File: src/include/keypad_defines.svh
// register indices, field positions and reset values of the keypad interrupt unit
`ifndef KEYPAD_DEFINES_SVH
`define KEYPAD_DEFINES_SVH

// register index; byte address on the bus is four times the index
`define KP_IDX_W 6
`define KP_CTRL_IDX 6'h1a
`define KP_EN_IDX 6'h1b
`define KP_EVT_IDX 6'h1c
`define KP_EVTMSK_IDX 6'h1d

// keypad_status_control fields
`define KP_MODE_BIT 0
`define KP_MASK_BIT 1
`define KP_ACK_BIT 2
`define KP_PEND_BIT 3

// event status / event mask fields
`define KP_EVT_W 2
`define KP_EVT_LATCH_BIT 0
`define KP_EVT_CLEAR_BIT 1

`define KP_PIN6 3'h6
`define KP_CTRL_RST 8'h00
`define KP_EN_RST 8'h00
`define KP_EVT_RST 2'h0

`endif

File: src/include/keypad_pkg.sv
// types shared by the keypad interrupt unit
package keypad_pkg;

    typedef enum logic {
        sens_edge_only,
        sens_edge_level
    } sens_t;

    // readable image of keypad_status_control
    typedef struct packed {
        logic [3:0] zero;
        logic pending_flag;
        logic acknowledge_bit;
        logic interrupt_mask_bit;
        logic sensitivity_select;
    } ctrl_view_t;

    // one wishbone request as seen by the slave
    typedef struct packed {
        logic access;
        logic we;
        logic [5:0] idx;
        logic lane0;
        logic [7:0] wdata;
    } bus_req_t;

endpackage

File: src/rtl/keypad_pin_sync.sv
// three-stage pin synchroniser with agreement filter
`timescale 1ns/1ps

module keypad_pin_sync #(
    parameter int WIDTH = 8
) (
    input wire logic sys_clk_in,
    input wire logic rst_n_in,
    input wire logic [WIDTH-1:0] pins_in,
    output logic [WIDTH-1:0] pins_out
);

    logic [WIDTH-1:0] s1_r;
    logic [WIDTH-1:0] s2_r;
    logic [WIDTH-1:0] s3_r;
    logic [WIDTH-1:0] filt_r;
    logic [WIDTH-1:0] filt_nxt;

    if (WIDTH < 1) begin : g_width_check
        $error("keypad_pin_sync: WIDTH must be at least 1");
    end

    // idle pins are pulled up, so reset to high
    genvar i;
    generate
        for (i = 0; i < WIDTH; i++) begin : g_bit
            always_comb begin
                filt_nxt[i] = (s2_r[i] == s3_r[i]) ? s2_r[i] : filt_r[i];
            end
        end
    endgenerate

    always_ff @(posedge sys_clk_in or negedge rst_n_in) begin
        if (!rst_n_in) begin
            s1_r <= '1;
            s2_r <= '1;
            s3_r <= '1;
            filt_r <= '1;
        end else begin
            s1_r <= pins_in;
            s2_r <= s1_r;
            s3_r <= s2_r;
            filt_r <= filt_nxt;
        end
    end

    assign pins_out = filt_r;

endmodule

File: src/rtl/keypad_wake_interrupt.sv
// keypad interrupt unit with wishbone register slave
`timescale 1ns/1ps
`include "keypad_defines.svh"

// Summary of operation
// - eight port A pins, each enabled alone, feed one shared keypad request
// - an enabled keypad pin, pin 6 only while it counts, forces its pull-up on, regardless of port pull-up bits
// - pin enable bit 1 enables its pin, 0 disables; read/write, resets to zero
// - request latches when an enabled pin falls after all enabled pins were high
// - edge-only mode: a fall while another enabled pin is low latches nothing
// - edge-and-level mode: request stays while any enabled pin is low
// - sensitivity select at bit 0: 1 edge plus level, 0 edge only
// - edge-and-level mode: clear needs acknowledge and all pins high, any order
// - a vector fetch acknowledges and clears the latched request
// - writing 1 to acknowledge bit 2 clears the request; it reads zero
// - a fall after a software acknowledge latches a fresh request
// - mask bit 1 blocks the request from the cpu when set
// - an unmasked request makes the cpu take the fixed keypad vector
// - pending flag bit 3 reads 1 while a request is pending
// - pin 6 counts only with the rc clock option and its port enable set
// - a pending unmasked request wakes the part from low-power modes
module keypad_wake_interrupt #(
    parameter int PINS = 8
) (
    input wire logic sys_clk_in,
    input wire logic rst_n_in,
    input wire logic wb_cyc_in,
    input wire logic wb_stb_in,
    input wire logic wb_we_in,
    input wire logic [7:0] wb_adr_in,
    input wire logic [3:0] wb_sel_in,
    input wire logic [31:0] wb_dat_in,
    output logic [31:0] wb_dat_out,
    output logic wb_ack_out,
    input wire logic [PINS-1:0] port_a_pins_in,
    input wire logic [PINS-1:0] port_pullup_enable_in,
    input wire logic clock_option_select_in,
    input wire logic pin6_port_enable_in,
    input wire logic vector_fetch_in,
    output logic [PINS-1:0] pullup_on_out,
    output logic cpu_irq_out,
    output logic wake_out,
    output logic evt_irq_out
);

    // registers are one byte wide, so no other pin count fits
    if (PINS != 8) begin : g_pins_check
        $error("keypad_wake_interrupt: PINS must be 8 to fit the register layout");
    end

    logic [PINS-1:0] pins_f;
    keypad_pin_sync #(.WIDTH(PINS)) u_sync (
        .sys_clk_in(sys_clk_in),
        .rst_n_in(rst_n_in),
        .pins_in(port_a_pins_in),
        .pins_out(pins_f)
    );

    // ---------------- register state ----------------
    logic [7:0] enable_r;
    logic [7:0] enable_nxt;
    keypad_pkg::sens_t mode_r;
    keypad_pkg::sens_t mode_nxt;
    logic mask_r;
    logic mask_nxt;
    logic [`KP_EVT_W-1:0] evt_r;
    logic [`KP_EVT_W-1:0] evt_nxt;
    logic [`KP_EVT_W-1:0] evtmsk_r;
    logic [`KP_EVT_W-1:0] evtmsk_nxt;
    logic ack_r;
    logic ack_nxt;
    logic [31:0] dat_r;
    logic [31:0] dat_nxt;

    // ---------------- request state ----------------
    logic req_r;
    logic req_nxt;
    logic ack_pend_r;
    logic ack_pend_nxt;
    logic prev_low_r;
    logic prev_low_nxt;
    logic cpu_irq_r;
    logic cpu_irq_nxt;
    logic evt_irq_r;
    logic evt_irq_nxt;
    logic [7:0] pullup_r;
    logic [7:0] pullup_nxt;

    keypad_pkg::bus_req_t bus;
    keypad_pkg::ctrl_view_t ctrl_view;
    logic [7:0] avail;
    logic [7:0] en_eff;
    logic any_low;
    logic sw_ack;
    logic ack_any;
    logic set_req;
    logic clr_req;

    always_comb begin
        bus.access = wb_cyc_in & wb_stb_in & ~ack_r;
        bus.we = wb_we_in;
        bus.idx = wb_adr_in[7:2];
        bus.lane0 = wb_sel_in[0];
        bus.wdata = wb_dat_in[7:0];
    end

    // pin 6 gated by clock option
    always_comb begin
        avail = 8'hff;
        avail[`KP_PIN6] = ~clock_option_select_in & pin6_port_enable_in;
    end

    // enabled pins merge into one request source
    assign en_eff = enable_r & avail;
    assign any_low = |(~pins_f & en_eff);

    assign sw_ack = bus.access & bus.we & bus.lane0 & (bus.idx == `KP_CTRL_IDX)
        & bus.wdata[`KP_ACK_BIT];
    assign ack_any = vector_fetch_in | sw_ack;

    // latch on first enabled pin falling
    // no latch while another enabled pin already low
    // level mode keeps the request while a pin is low
    always_comb begin
        set_req = any_low & ~prev_low_r;
        if (mode_r == keypad_pkg::sens_edge_level) begin
            set_req = any_low;
        end
    end

    // level mode clear needs ack and all pins high
    // edge mode clears on acknowledge alone
    always_comb begin
        if (mode_r == keypad_pkg::sens_edge_level) begin
            clr_req = (ack_any | ack_pend_r) & ~any_low;
        end else begin
            clr_req = ack_any;
        end
    end

    // a new edge beats a same-cycle acknowledge
    always_comb begin
        req_nxt = set_req | (req_r & ~clr_req);
        prev_low_nxt = any_low;
        ack_pend_nxt = req_nxt & (ack_pend_r | ack_any);
        // cpu takes the keypad vector on this level
        cpu_irq_nxt = req_nxt & ~mask_nxt;
    end

    always_comb begin
        pullup_nxt = port_pullup_enable_in | (enable_r & avail);
    end

    always_ff @(posedge sys_clk_in or negedge rst_n_in) begin
        if (!rst_n_in) begin
            req_r <= 1'b0;
            ack_pend_r <= 1'b0;
            prev_low_r <= 1'b0;
            cpu_irq_r <= 1'b0;
            pullup_r <= 8'h00;
        end else begin
            req_r <= req_nxt;
            ack_pend_r <= ack_pend_nxt;
            prev_low_r <= prev_low_nxt;
            cpu_irq_r <= cpu_irq_nxt;
            pullup_r <= pullup_nxt;
        end
    end

    // ---------------- register file ----------------
    always_comb begin
        ctrl_view = '0;
        ctrl_view.pending_flag = req_r;
        ctrl_view.interrupt_mask_bit = mask_r;
        ctrl_view.sensitivity_select = mode_r;
    end

    always_comb begin
        enable_nxt = enable_r;
        mode_nxt = mode_r;
        mask_nxt = mask_r;
        evtmsk_nxt = evtmsk_r;
        evt_nxt = evt_r;
        ack_nxt = bus.access;
        dat_nxt = 32'h0000_0000;
        if (bus.access & bus.we & bus.lane0) begin
            unique case (bus.idx)
                `KP_CTRL_IDX: begin
                    mode_nxt = keypad_pkg::sens_t'(bus.wdata[`KP_MODE_BIT]);
                    mask_nxt = bus.wdata[`KP_MASK_BIT];
                end
                `KP_EN_IDX: begin
                    enable_nxt = bus.wdata;
                end
                `KP_EVTMSK_IDX: begin
                    evtmsk_nxt = bus.wdata[`KP_EVT_W-1:0];
                end
                default: begin
                end
            endcase
        end
        // pending flag reads back; ack bit reads zero
        if (bus.access & ~bus.we) begin
            unique case (bus.idx)
                `KP_CTRL_IDX: dat_nxt = {24'h00_0000, ctrl_view};
                `KP_EN_IDX: dat_nxt = {24'h00_0000, enable_r};
                `KP_EVT_IDX: begin
                    dat_nxt = {30'h0, evt_r};
                    evt_nxt = '0;
                end
                `KP_EVTMSK_IDX: dat_nxt = {30'h0, evtmsk_r};
                default: dat_nxt = 32'h0000_0000;
            endcase
        end
        // hardware set beats the read clear
        if (req_nxt & ~req_r) begin
            evt_nxt[`KP_EVT_LATCH_BIT] = 1'b1;
        end
        if (~req_nxt & req_r) begin
            evt_nxt[`KP_EVT_CLEAR_BIT] = 1'b1;
        end
        evt_irq_nxt = |(evt_nxt & evtmsk_nxt);
    end

    always_ff @(posedge sys_clk_in or negedge rst_n_in) begin
        if (!rst_n_in) begin
            enable_r <= `KP_EN_RST;
            mode_r <= keypad_pkg::sens_edge_only;
            mask_r <= 1'b0;
            evt_r <= `KP_EVT_RST;
            evtmsk_r <= `KP_EVT_RST;
            ack_r <= 1'b0;
            dat_r <= 32'h0000_0000;
            evt_irq_r <= 1'b0;
        end else begin
            enable_r <= enable_nxt;
            mode_r <= mode_nxt;
            mask_r <= mask_nxt;
            evt_r <= evt_nxt;
            evtmsk_r <= evtmsk_nxt;
            ack_r <= ack_nxt;
            dat_r <= dat_nxt;
            evt_irq_r <= evt_irq_nxt;
        end
    end

    assign wb_ack_out = ack_r;
    assign wb_dat_out = dat_r;
    assign pullup_on_out = pullup_r;
    assign cpu_irq_out = cpu_irq_r;
    assign wake_out = cpu_irq_r;
    assign evt_irq_out = evt_irq_r;
endmodule

File: config.mk
export PLATFORM = sky130hd
export DESIGN_NAME = keypad_wake_interrupt
export DESIGN_NICKNAME = d
export VERILOG_FILES = /design/src/include/keypad_pkg.sv /design/src/rtl/keypad_pin_sync.sv /design/src/rtl/keypad_wake_interrupt.sv
export VERILOG_INCLUDE_DIRS = /design/src /design/src/include
export SDC_FILE = /design/constraint.sdc
export NUM_CORES = 1
export LEC_CHECK = 0
export ABC_AREA = 0
export ABC_CLOCK_PERIOD_IN_PS = 1800
export BUFFER_PORTS_ARGS = -buffer_cell sky130_fd_sc_hd__clkbuf_2
export CAP_MARGIN = 30
export CORE_MARGIN = 4
export CORE_UTILIZATION = 40
export CTS_CLUSTER_DIAMETER = 80
export CTS_CLUSTER_SIZE = 20
export DETAILED_ROUTE_END_ITERATION = 10
export PLACE_DENSITY = 0.73
export SLEW_MARGIN = 20
export SYNTH_ARGS = -nofsm -noshare
export SYNTH_HDL_FRONTEND = slang
export SYNTH_SLANG_ARGS = --single-unit
File: constraint.sdc
create_clock -name sys_clk_in -period 1.8 [get_ports sys_clk_in]
set_input_delay 0.09 -clock sys_clk_in [delete_from_list [all_inputs] [get_ports sys_clk_in]]
set_output_delay 0.09 -clock sys_clk_in [all_outputs]
set_load 0.05 [all_outputs]
==> results.txt, run 1 <==
The run finished with clean final reports. In the final layout, the share of cells above drive strength 1 is 50.3%. The number of antenna violations at the first check in global routing is 0. Summing internal, switching and leakage power gives 3.42 mW. In this run, synthesis inferred 0 flip-flops with an integrated enable. After global routing the overflow that remains totals 0.

The critical path ends at evt_irq_out$_DFF_PN0_. For the worst-skew pair, the clock arrives at the later sink with an insertion delay of 0.34 ns. The fraction of registers with async set/reset came out at 100%.

Across the run, the number of max-cap violations was 0. Of the total power, registers draw 49.2%. Static timing analysis puts the maximum clock frequency at 574 MHz.

The count of nets after finishing came out at 349. The power density over the cells came out at 999 nW/um2. The via count of the first global-routing pass came out at 1738. The average vias per placed instance is 4.56.

The buffer depth of the longest clock path is 2. Synthesis handed over a netlist of 184 instances. Tracing the worst setup path back leads to its startpoint at u_sync.pins_out[0]$_DFFE_PN1N_. The number of nets with antenna violations after routing is 0.

The count of cell types in the netlist came out at 39. The overall die height is 89.0 um. The sum of negative setup slack is 0 ns. For this block, the via count after detailed routing is 1657. In this run, the combinational gates consume 12.4% of the power. The global-route usage over all layers came out at 13.4%. The clock root buffer is sky130_fd_sc_hd__clkbuf_8. The number of buffers and inverters on the critical path is 2. The worst setup path is captured at a flop. Among cell families on the critical path, the largest total delay comes from compound AO/OA/AOI/OAI gates. The worst hold slack after final layout came out at 0.0239 ns. The met2 wirelength from detailed routing is 2420 um. The final critical path takes up 96.7% of the cycle.

Measured in cells, the most critical reg-to-reg path has a length of 6. The worst setup skew after layout came out at 0.00846 ns. The row count is 29. The wire length per cell after detailed routing is 13.8 um. Per report_power, the clock group accounts for 38.4% of the total. The critical path crosses 6 cells after its start point. The critical path goes through inv_1, a222oi_1, buf_4, a31o_2, o21ai_0, a22o_1. The clock tree synthesis step divided the H-tree into 3 levels. The final setup violation count is 0.

The layout has 546 filler cells. The maximum fanout count along the critical path is 3. Entering global routing, the biggest net connects 36 pins. The amount of wire on met3 after detailed routing came out at 403 um.

The starting density of the core is 41.4%. The worst path required time came out at 2.02 ns. The number of CTS-inserted buffers came out at 9. Routability-driven placement finished with a final weighted congestion of 0.812.

The end of the worst register-to-register path is evt_irq_out$_DFF_PN0_. For this run, the slowest stage of the critical path takes 0.54 ns. Internal power comes to 2.56 mW.

The register bit count reported by yosys is 68. In the synthesized netlist the dominant register cell turns out to be sky130_fd_sc_hd__dfrtp_1. The warning count from the yosys run came out at 0.

The count of final max-slew check failures came out at 0. The number of remaining DRC errors is 0. The utilization after layout is 53.9%. TritonCTS built the clock tree. The worst setup path category is flop to flop. The fraction of the yosys area taken by sequential cells is 66.3%. The net switching power figure is 863 uW. Net switching is 25.2% of the power. The die covers 7930 um2. The reported leakage power is 1.67 nW. The DRC violation total after the first TritonRoute iteration is 64.

The number of standard cells in the final layout excluding fillers is 363. The width of the die is 89.0 um. Setup repair after global routing left no endpoint under its margin. The worst setup path is launched from a flop. The half-perimeter wire length of the detailed placement result is 3590 um. The min-delay analysis places its worst path in the category input pin to flop. In this run the top signal layer used is met4. The slack of the worst reg-to-reg path came out at 0.06 ns.

Summed over all layers, the routed wires come to 5010 um. The total standard cell area after synthesis is 2630 um2. The area of the placeable core came out at 6350 um2. The number of search-and-repair iterations in the first detailed-routing pass came out at 4. The worst path needs 1.74 ns of the cycle, external delays included. In this run the critical register-to-register path is launched from u_sync.pins_out[0]$_DFFE_PN1N_. The first-pass GRT wire length is 7830 um. The final number of hold-violating endpoints came out at 0. The peak ir drop on the vdd network is 0.872 mV.

The mean post-synth cell area is 14.3 um2. Counting every sink on the clock net gives 68. The number of top-level pins is 112. Data on the critical path arrives at its endpoint at 1.96 ns. The growth of design area from synthesis to finish is 30.3%.

The clock-pin slew of the registers on the worst-case setup and hold paths is 0.08 ns. The wire length the detailed router placed on met1 is 2120 um. The number of antenna diodes is 0. The port buffer count is 58. In this run, placement finished with an instance count of 324. The largest individual stage delay along the critical path comes from the cell sky130_fd_sc_hd__dfstp_2.
## cells in the final DEF (no fill, tap or decap), types with 4 or more instances in the layout
cell type                       netlist  routed
sky130_fd_sc_hd__and3_1               7       7
sky130_fd_sc_hd__clkbuf_8             0       9
sky130_fd_sc_hd__dfstp_2             32      32
sky130_fd_sc_hd__conb_1               1      24
sky130_fd_sc_hd__or2_2                8       8
sky130_fd_sc_hd__dfrtp_1             36      35
sky130_fd_sc_hd__dlygate4sd3_1        0      22
sky130_fd_sc_hd__nand2_1              4       4
sky130_fd_sc_hd__nor2b_1              6       6
sky130_fd_sc_hd__nand3_1              4       4
sky130_fd_sc_hd__inv_1                5       5
sky130_fd_sc_hd__maj3_1               8       8
sky130_fd_sc_hd__clkbuf_2             0      57
sky130_fd_sc_hd__mux2_2              12      12
sky130_fd_sc_hd__buf_4               26       8
## synth_stat cells, types with 2 or more instances
cell / instances / area share (%)
sky130_fd_sc_hd__dfrtp_1: 36 / 34
sky130_fd_sc_hd__dfstp_2: 32 / 32
sky130_fd_sc_hd__buf_4: 26 / 7.4
sky130_fd_sc_hd__mux2_2: 12 / 5.1
sky130_fd_sc_hd__maj3_1: 8 / 3.0
sky130_fd_sc_hd__or2_2: 8 / 1.9
sky130_fd_sc_hd__and3_1: 7 / 1.7
sky130_fd_sc_hd__nor2b_1: 6 / 1.4
sky130_fd_sc_hd__inv_1: 5 / 0.71
sky130_fd_sc_hd__nand2_1: 4 / 0.57
sky130_fd_sc_hd__nand3_1: 4 / 0.76
sky130_fd_sc_hd__nor2_1: 3 / 0.43
sky130_fd_sc_hd__a21oi_1: 2 / 0.38
sky130_fd_sc_hd__a22o_1: 2 / 0.67
sky130_fd_sc_hd__a22oi_1: 2 / 0.57
sky130_fd_sc_hd__a32o_1: 2 / 0.76
sky130_fd_sc_hd__a32oi_1: 2 / 0.67
sky130_fd_sc_hd__and3b_1: 2 / 0.67
## worst min-delay path by stage
stage | startpoint | to | depth (start not counted)
global placement | rst_n_in | pullup_on_out[4]$_DFF_PN0_ | 1
floorplan | rst_n_in | ack_pend_r$_DFF_PN0_ | 0
global route | wb_dat_in[2] | enable_r[2]$_DFFE_PN0P_ | 2
CTS | wb_dat_in[2] | enable_r[2]$_DFFE_PN0P_ | 2
detailed placement | rst_n_in | pullup_on_out[4]$_DFF_PN0_ | 1
finish | wb_dat_in[2] | enable_r[2]$_DFFE_PN0P_ | 2
## cell families after synthesis
family | count (synthesis) | share of synthesized area (%)
muxes | 12 | 5.15
other | 1 | 0.143
adders and majority gates | 8 | 3.05
and+or+nand+nor | 44 | 10.7
AOI/OAI and AO/OA | 20 | 6.48
buffers and inverters | 31 | 8.15
DFF | 68 | 66.3
## per-stage QoR
stage	cell area (um2)	setup WS, ns
final	3420	0.0591
after global routing	3420	0.00664
after CTS	3410	0.0442
after detailed placement	2980	0.0663
after global placement	2980	0.0756
after floorplan	2710	0.0312
## final cells by class
class	instances	area (um2)	share of cell area, %
flip-flops and latches	68	1740	50.9
multi-input cells	108	766	22.4
repair buffers	89	591	17.3
clock buffers	11	131	3.84
well taps	77	96.3	2.81
clock inverters	5	77.6	2.27
inverters	5	18.8	0.548
## timing repair
item,in CTS,in global routing
setup buffers,0,1
setup endpoints to repair,0,3
resized for setup,0,2
hold buffers,22,0
endpoints found under the hold margin,32,0
## sequential cells by signal, indices dropped and copies added, names as in the netlist, 2 cells and up
name and cells:
evt_r 2, u_sync.s2_r 8, evtmsk_r 2, u_sync.s1_r 8, enable_r 8, u_sync.s3_r 8
u_sync.pins_out 8, wb_dat_out 8, pullup_on_out 8
## power groups by stage
stage | clock, mW | combinational [mW] | sequential, mW
floorplan | 0 | 0.252 | 1.75
global placement | 0 | 0.378 | 1.71
detailed placement | 0 | 0.384 | 1.71
CTS | 1.36 | 0.421 | 1.69
global route | 1.42 | 0.457 | 1.69
finish | 1.31 | 0.424 | 1.68
## layer usage
metal / GRT usage (%) / vias up
met5: 0 / -
met4: 5.55 / 0
met3: 5.81 / 7
met2: 21.6 / 58
met1: 15.9 / 804
li1: - / 788
## worst reg2reg max path, stage by stage (launching register included)
cell,delay (ns)
sky130_fd_sc_hd__dfstp_2,0.54
sky130_fd_sc_hd__inv_1,0.04
sky130_fd_sc_hd__a222oi_1,0.34
sky130_fd_sc_hd__buf_4,0.19
sky130_fd_sc_hd__a31o_2,0.18
sky130_fd_sc_hd__o21ai_0,0.11
sky130_fd_sc_hd__a22o_1,0.23
Power figures use the tool's default switching activity.
==> run 2: changes to the inputs <==
Settings changed: CTS_BUF_LIST from default to sky130_fd_sc_hd__clkbuf_8, CTS_CLUSTER_SIZE 20 to 40.
==> run 2 against run 1 <==
Compared with the run above: first-iteration DRC count is 1.6% higher; via count increased by 0.12%; critical path depth unchanged; setup slack better by 0.0050 ns; maximum frequency increased by 0.29%; utilization unchanged; total power is 0.38% lower; sequential share of layout area unchanged; critical endpoint unchanged; worst hold slack is essentially flat; highest routed layer unchanged; routed wire length barely moved; register-to-register slack hardly changed.
==> results.txt, run 2 (synthesized netlist as in run 1, its figures left out) <==
The detailed-route wire length was 5000 um (about the same). The flow ran to the end, and the final reports show no timing, DRC or antenna violations. The cell sitting at the root of the clock tree is a sky130_fd_sc_hd__clkbuf_8.

The total congestion overflow is 0 (unchanged). The overall power of the completed layout came out at 3.41 mW (-0.38%). The number of CTS-inserted buffers came out at 9 (unchanged). The part of the total power dissipated in sequential elements is 49.4% (+0.2 points). The final number of hold-violating endpoints is 0 (unchanged). The port buffer count is 58 (unchanged). The number of vias in the routed layout is 1659 (+0.12%). The number of antenna violations at the first check in global routing came out at 0 (unchanged). The via count of the first global-routing pass is 1738 (unchanged).

The count of nets after finishing came out at 349 (unchanged). The utilization after layout came to 53.9% (unchanged). The worst hold slack after final layout is 0.0244 ns (+0.000428 ns). The clock-pin slew of the registers on the worst-case setup and hold paths came to 0.08 ns (about the same).

The average vias per placed instance is 4.57 (+0.12%). The growth of design area from synthesis to finish came to 30.3% (unchanged). The starting density of the core is 41.4% (unchanged). The pin count of the biggest net entering global routing came out at 36 (unchanged).

The number of remaining DRC errors is 0 (unchanged). The number of antenna diodes is 0 (unchanged). The worst setup path is launched from a flop. In the layout the commonest cells are sky130_fd_sc_hd__clkbuf_2, sky130_fd_sc_hd__dfrtp_1, sky130_fd_sc_hd__dfstp_2. The arrival time reported for the critical path endpoint came out at 1.95 ns (about the same).

The proportion of layout cells with a drive suffix above 1 was 50.3% (unchanged). Setup repair after global routing left no endpoint under its margin. The part of the cycle the worst path needs came out at 96.4% (-0.28 points). The min-delay analysis places its worst path in the category input pin to flop. The die area is 7930 um2 (unchanged). The worst setup path is of the flop to flop kind.

The count of final max-slew check failures came out at 0 (unchanged). The number of nets with antenna violations after routing is 0 (unchanged). The width of the die is 89.0 um (unchanged). The half-perimeter wire length of the detailed placement result came out at 3590 um (unchanged).

The power density over the cells came out at 995 nW/um2 (-0.38%). The post-place instance area is 2980 um2 (unchanged). The DRC violation total after the first TritonRoute iteration came out at 65 (+1.6%). The max-cap check violation count came out at 0 (unchanged). The sum of negative setup slack came out at 0 ns (unchanged).

The critical path capture point type is a flop. The worst path required time came out at 2.02 ns (about the same). The clock sink count is 68 (unchanged). The most common library cell in the layout ignoring fill and taps is sky130_fd_sc_hd__clkbuf_2.

The clock latency at the later pin of the worst-skew pair is 0.34 ns (about the same). The maximum frequency from static timing analysis came out at 576 MHz (+0.29%). The fraction of power consumed by the clock network is 38.1% (-0.3 points). The design internal power is 2.55 mW (-0.45%). The time the worst path needs with I/O delays and setup is 1.74 ns (-0.00500 ns). The area of the placeable core came out at 6350 um2 (unchanged).

The worst setup skew after layout is 0.00822 ns (-0.000242 ns). The number of search-and-repair iterations in the first detailed-routing pass came to 4 (unchanged). The first-pass GRT wire length is 7830 um (unchanged). The combinational cell fraction of total power is 12.4% (about the same). The final setup violation count is 0 (unchanged).

The switching part of the total power is 25.3% (+0.048 points). The overall die height is 89.0 um (unchanged). The number of top-level pins was 112 (unchanged). The row count came out at 29 (unchanged). The peak ir drop on the vdd network came out at 0.869 mV (-0.28%). The number of H-tree levels is 3 (unchanged). The global-route usage over all layers came out at 13.4% (unchanged). The reported leakage power came to 1.67 nW (+0.50%). The buffer depth of the longest clock path came out at 2 (unchanged). The net switching power figure is 861 uW (-0.19%).

The weighted congestion reported at the end of routability-driven placement came out at 0.812 (unchanged). The maximum fanout count along the critical path came out at 3 (unchanged). The final design instance area without fill came out at 3420 um2 (unchanged). The wire length per cell after detailed routing is 13.8 um (about the same).

TritonCTS built the clock tree.
[run 2: cell types whose count changed in the layout (fill, tap and decap cells not counted), sizes merged]
cell | before | now
clkbuf | 68 | 66
inv | 5 | 7
[run 2: cell type report]
type | count | area, um2
fillers | 546 | 2930
multi-input cells | 108 | 766
repair buffers | 89 | 591
clock inverters | 7 | 85.1
well taps | 77 | 96.3
flip-flops and latches | 68 | 1740
inverters | 5 | 18.8
clock buffers | 9 | 124
[run 2: repair_timing]
item	in CTS	in global routing
gates resized for setup	0	2
endpoints found under the setup margin	0	3
hold buffers	22	0
buffers inserted	0	1
hold endpoints to repair	32	0
[run 2: worst paths after layout]
path	from	endpoint	slack (ns)	depth (start not counted)
setup / recovery	u_sync.pins_out[0]$_DFFE_PN1N_	evt_irq_out$_DFF_PN0_	0.06	6
hold / removal	wb_dat_in[2]	enable_r[2]$_DFFE_PN0P_	0.02	2
setup reg to reg	u_sync.pins_out[0]$_DFFE_PN1N_	evt_irq_out$_DFF_PN0_	0.06	6
hold reg to reg	u_sync.s1_r[0]$_DFF_PN1_	u_sync.s2_r[0]$_DFF_PN1_	0.35	0
max in group asynchronous	rst_n_in	u_sync.s1_r[6]$_DFF_PN1_	0.96	3
min in group asynchronous	rst_n_in	pullup_on_out[4]$_DFF_PN0_	0.24	2
[run 2: worst max-delay path: stages, from the launching register on]
cell and delay, ns:
sky130_fd_sc_hd__dfstp_2 0.54, sky130_fd_sc_hd__inv_1 0.04, sky130_fd_sc_hd__a222oi_1 0.33, sky130_fd_sc_hd__buf_4 0.19
sky130_fd_sc_hd__a31o_2 0.18, sky130_fd_sc_hd__o21ai_0 0.11, sky130_fd_sc_hd__a22o_1 0.23
[run 2: layer usage]
metal | part of all wire [%] | up-vias | global-route usage, %
met5 | 0 | - | 0
met4 | 1.3 | 0 | 5.55
met3 | 8.1 | 7 | 5.81
met2 | 49 | 58 | 21.6
met1 | 42 | 806 | 15.9
li1 | - | 788 | -
[run 2: power by group through the flow]
stage                     Combinational (mW)  Clock (mW)  Sequential [mW]
after floorplan                        0.252           0             1.75
after global placement                 0.378           0             1.71
after detailed placement               0.384           0             1.71
after CTS                              0.421        1.35             1.69
after global routing                   0.457        1.41             1.69
final                                  0.424        1.30             1.68
[run 2: through the flow]
stage | std cells | setup slack, ns
3_5_place_dp | 324 | 0.0663
2_1_floorplan | 207 | 0.0312
5_1_grt | 363 | 0.00664
3_3_place_gp | 324 | 0.0756
6_report | 363 | 0.0641
4_1_cts | 362 | 0.0439
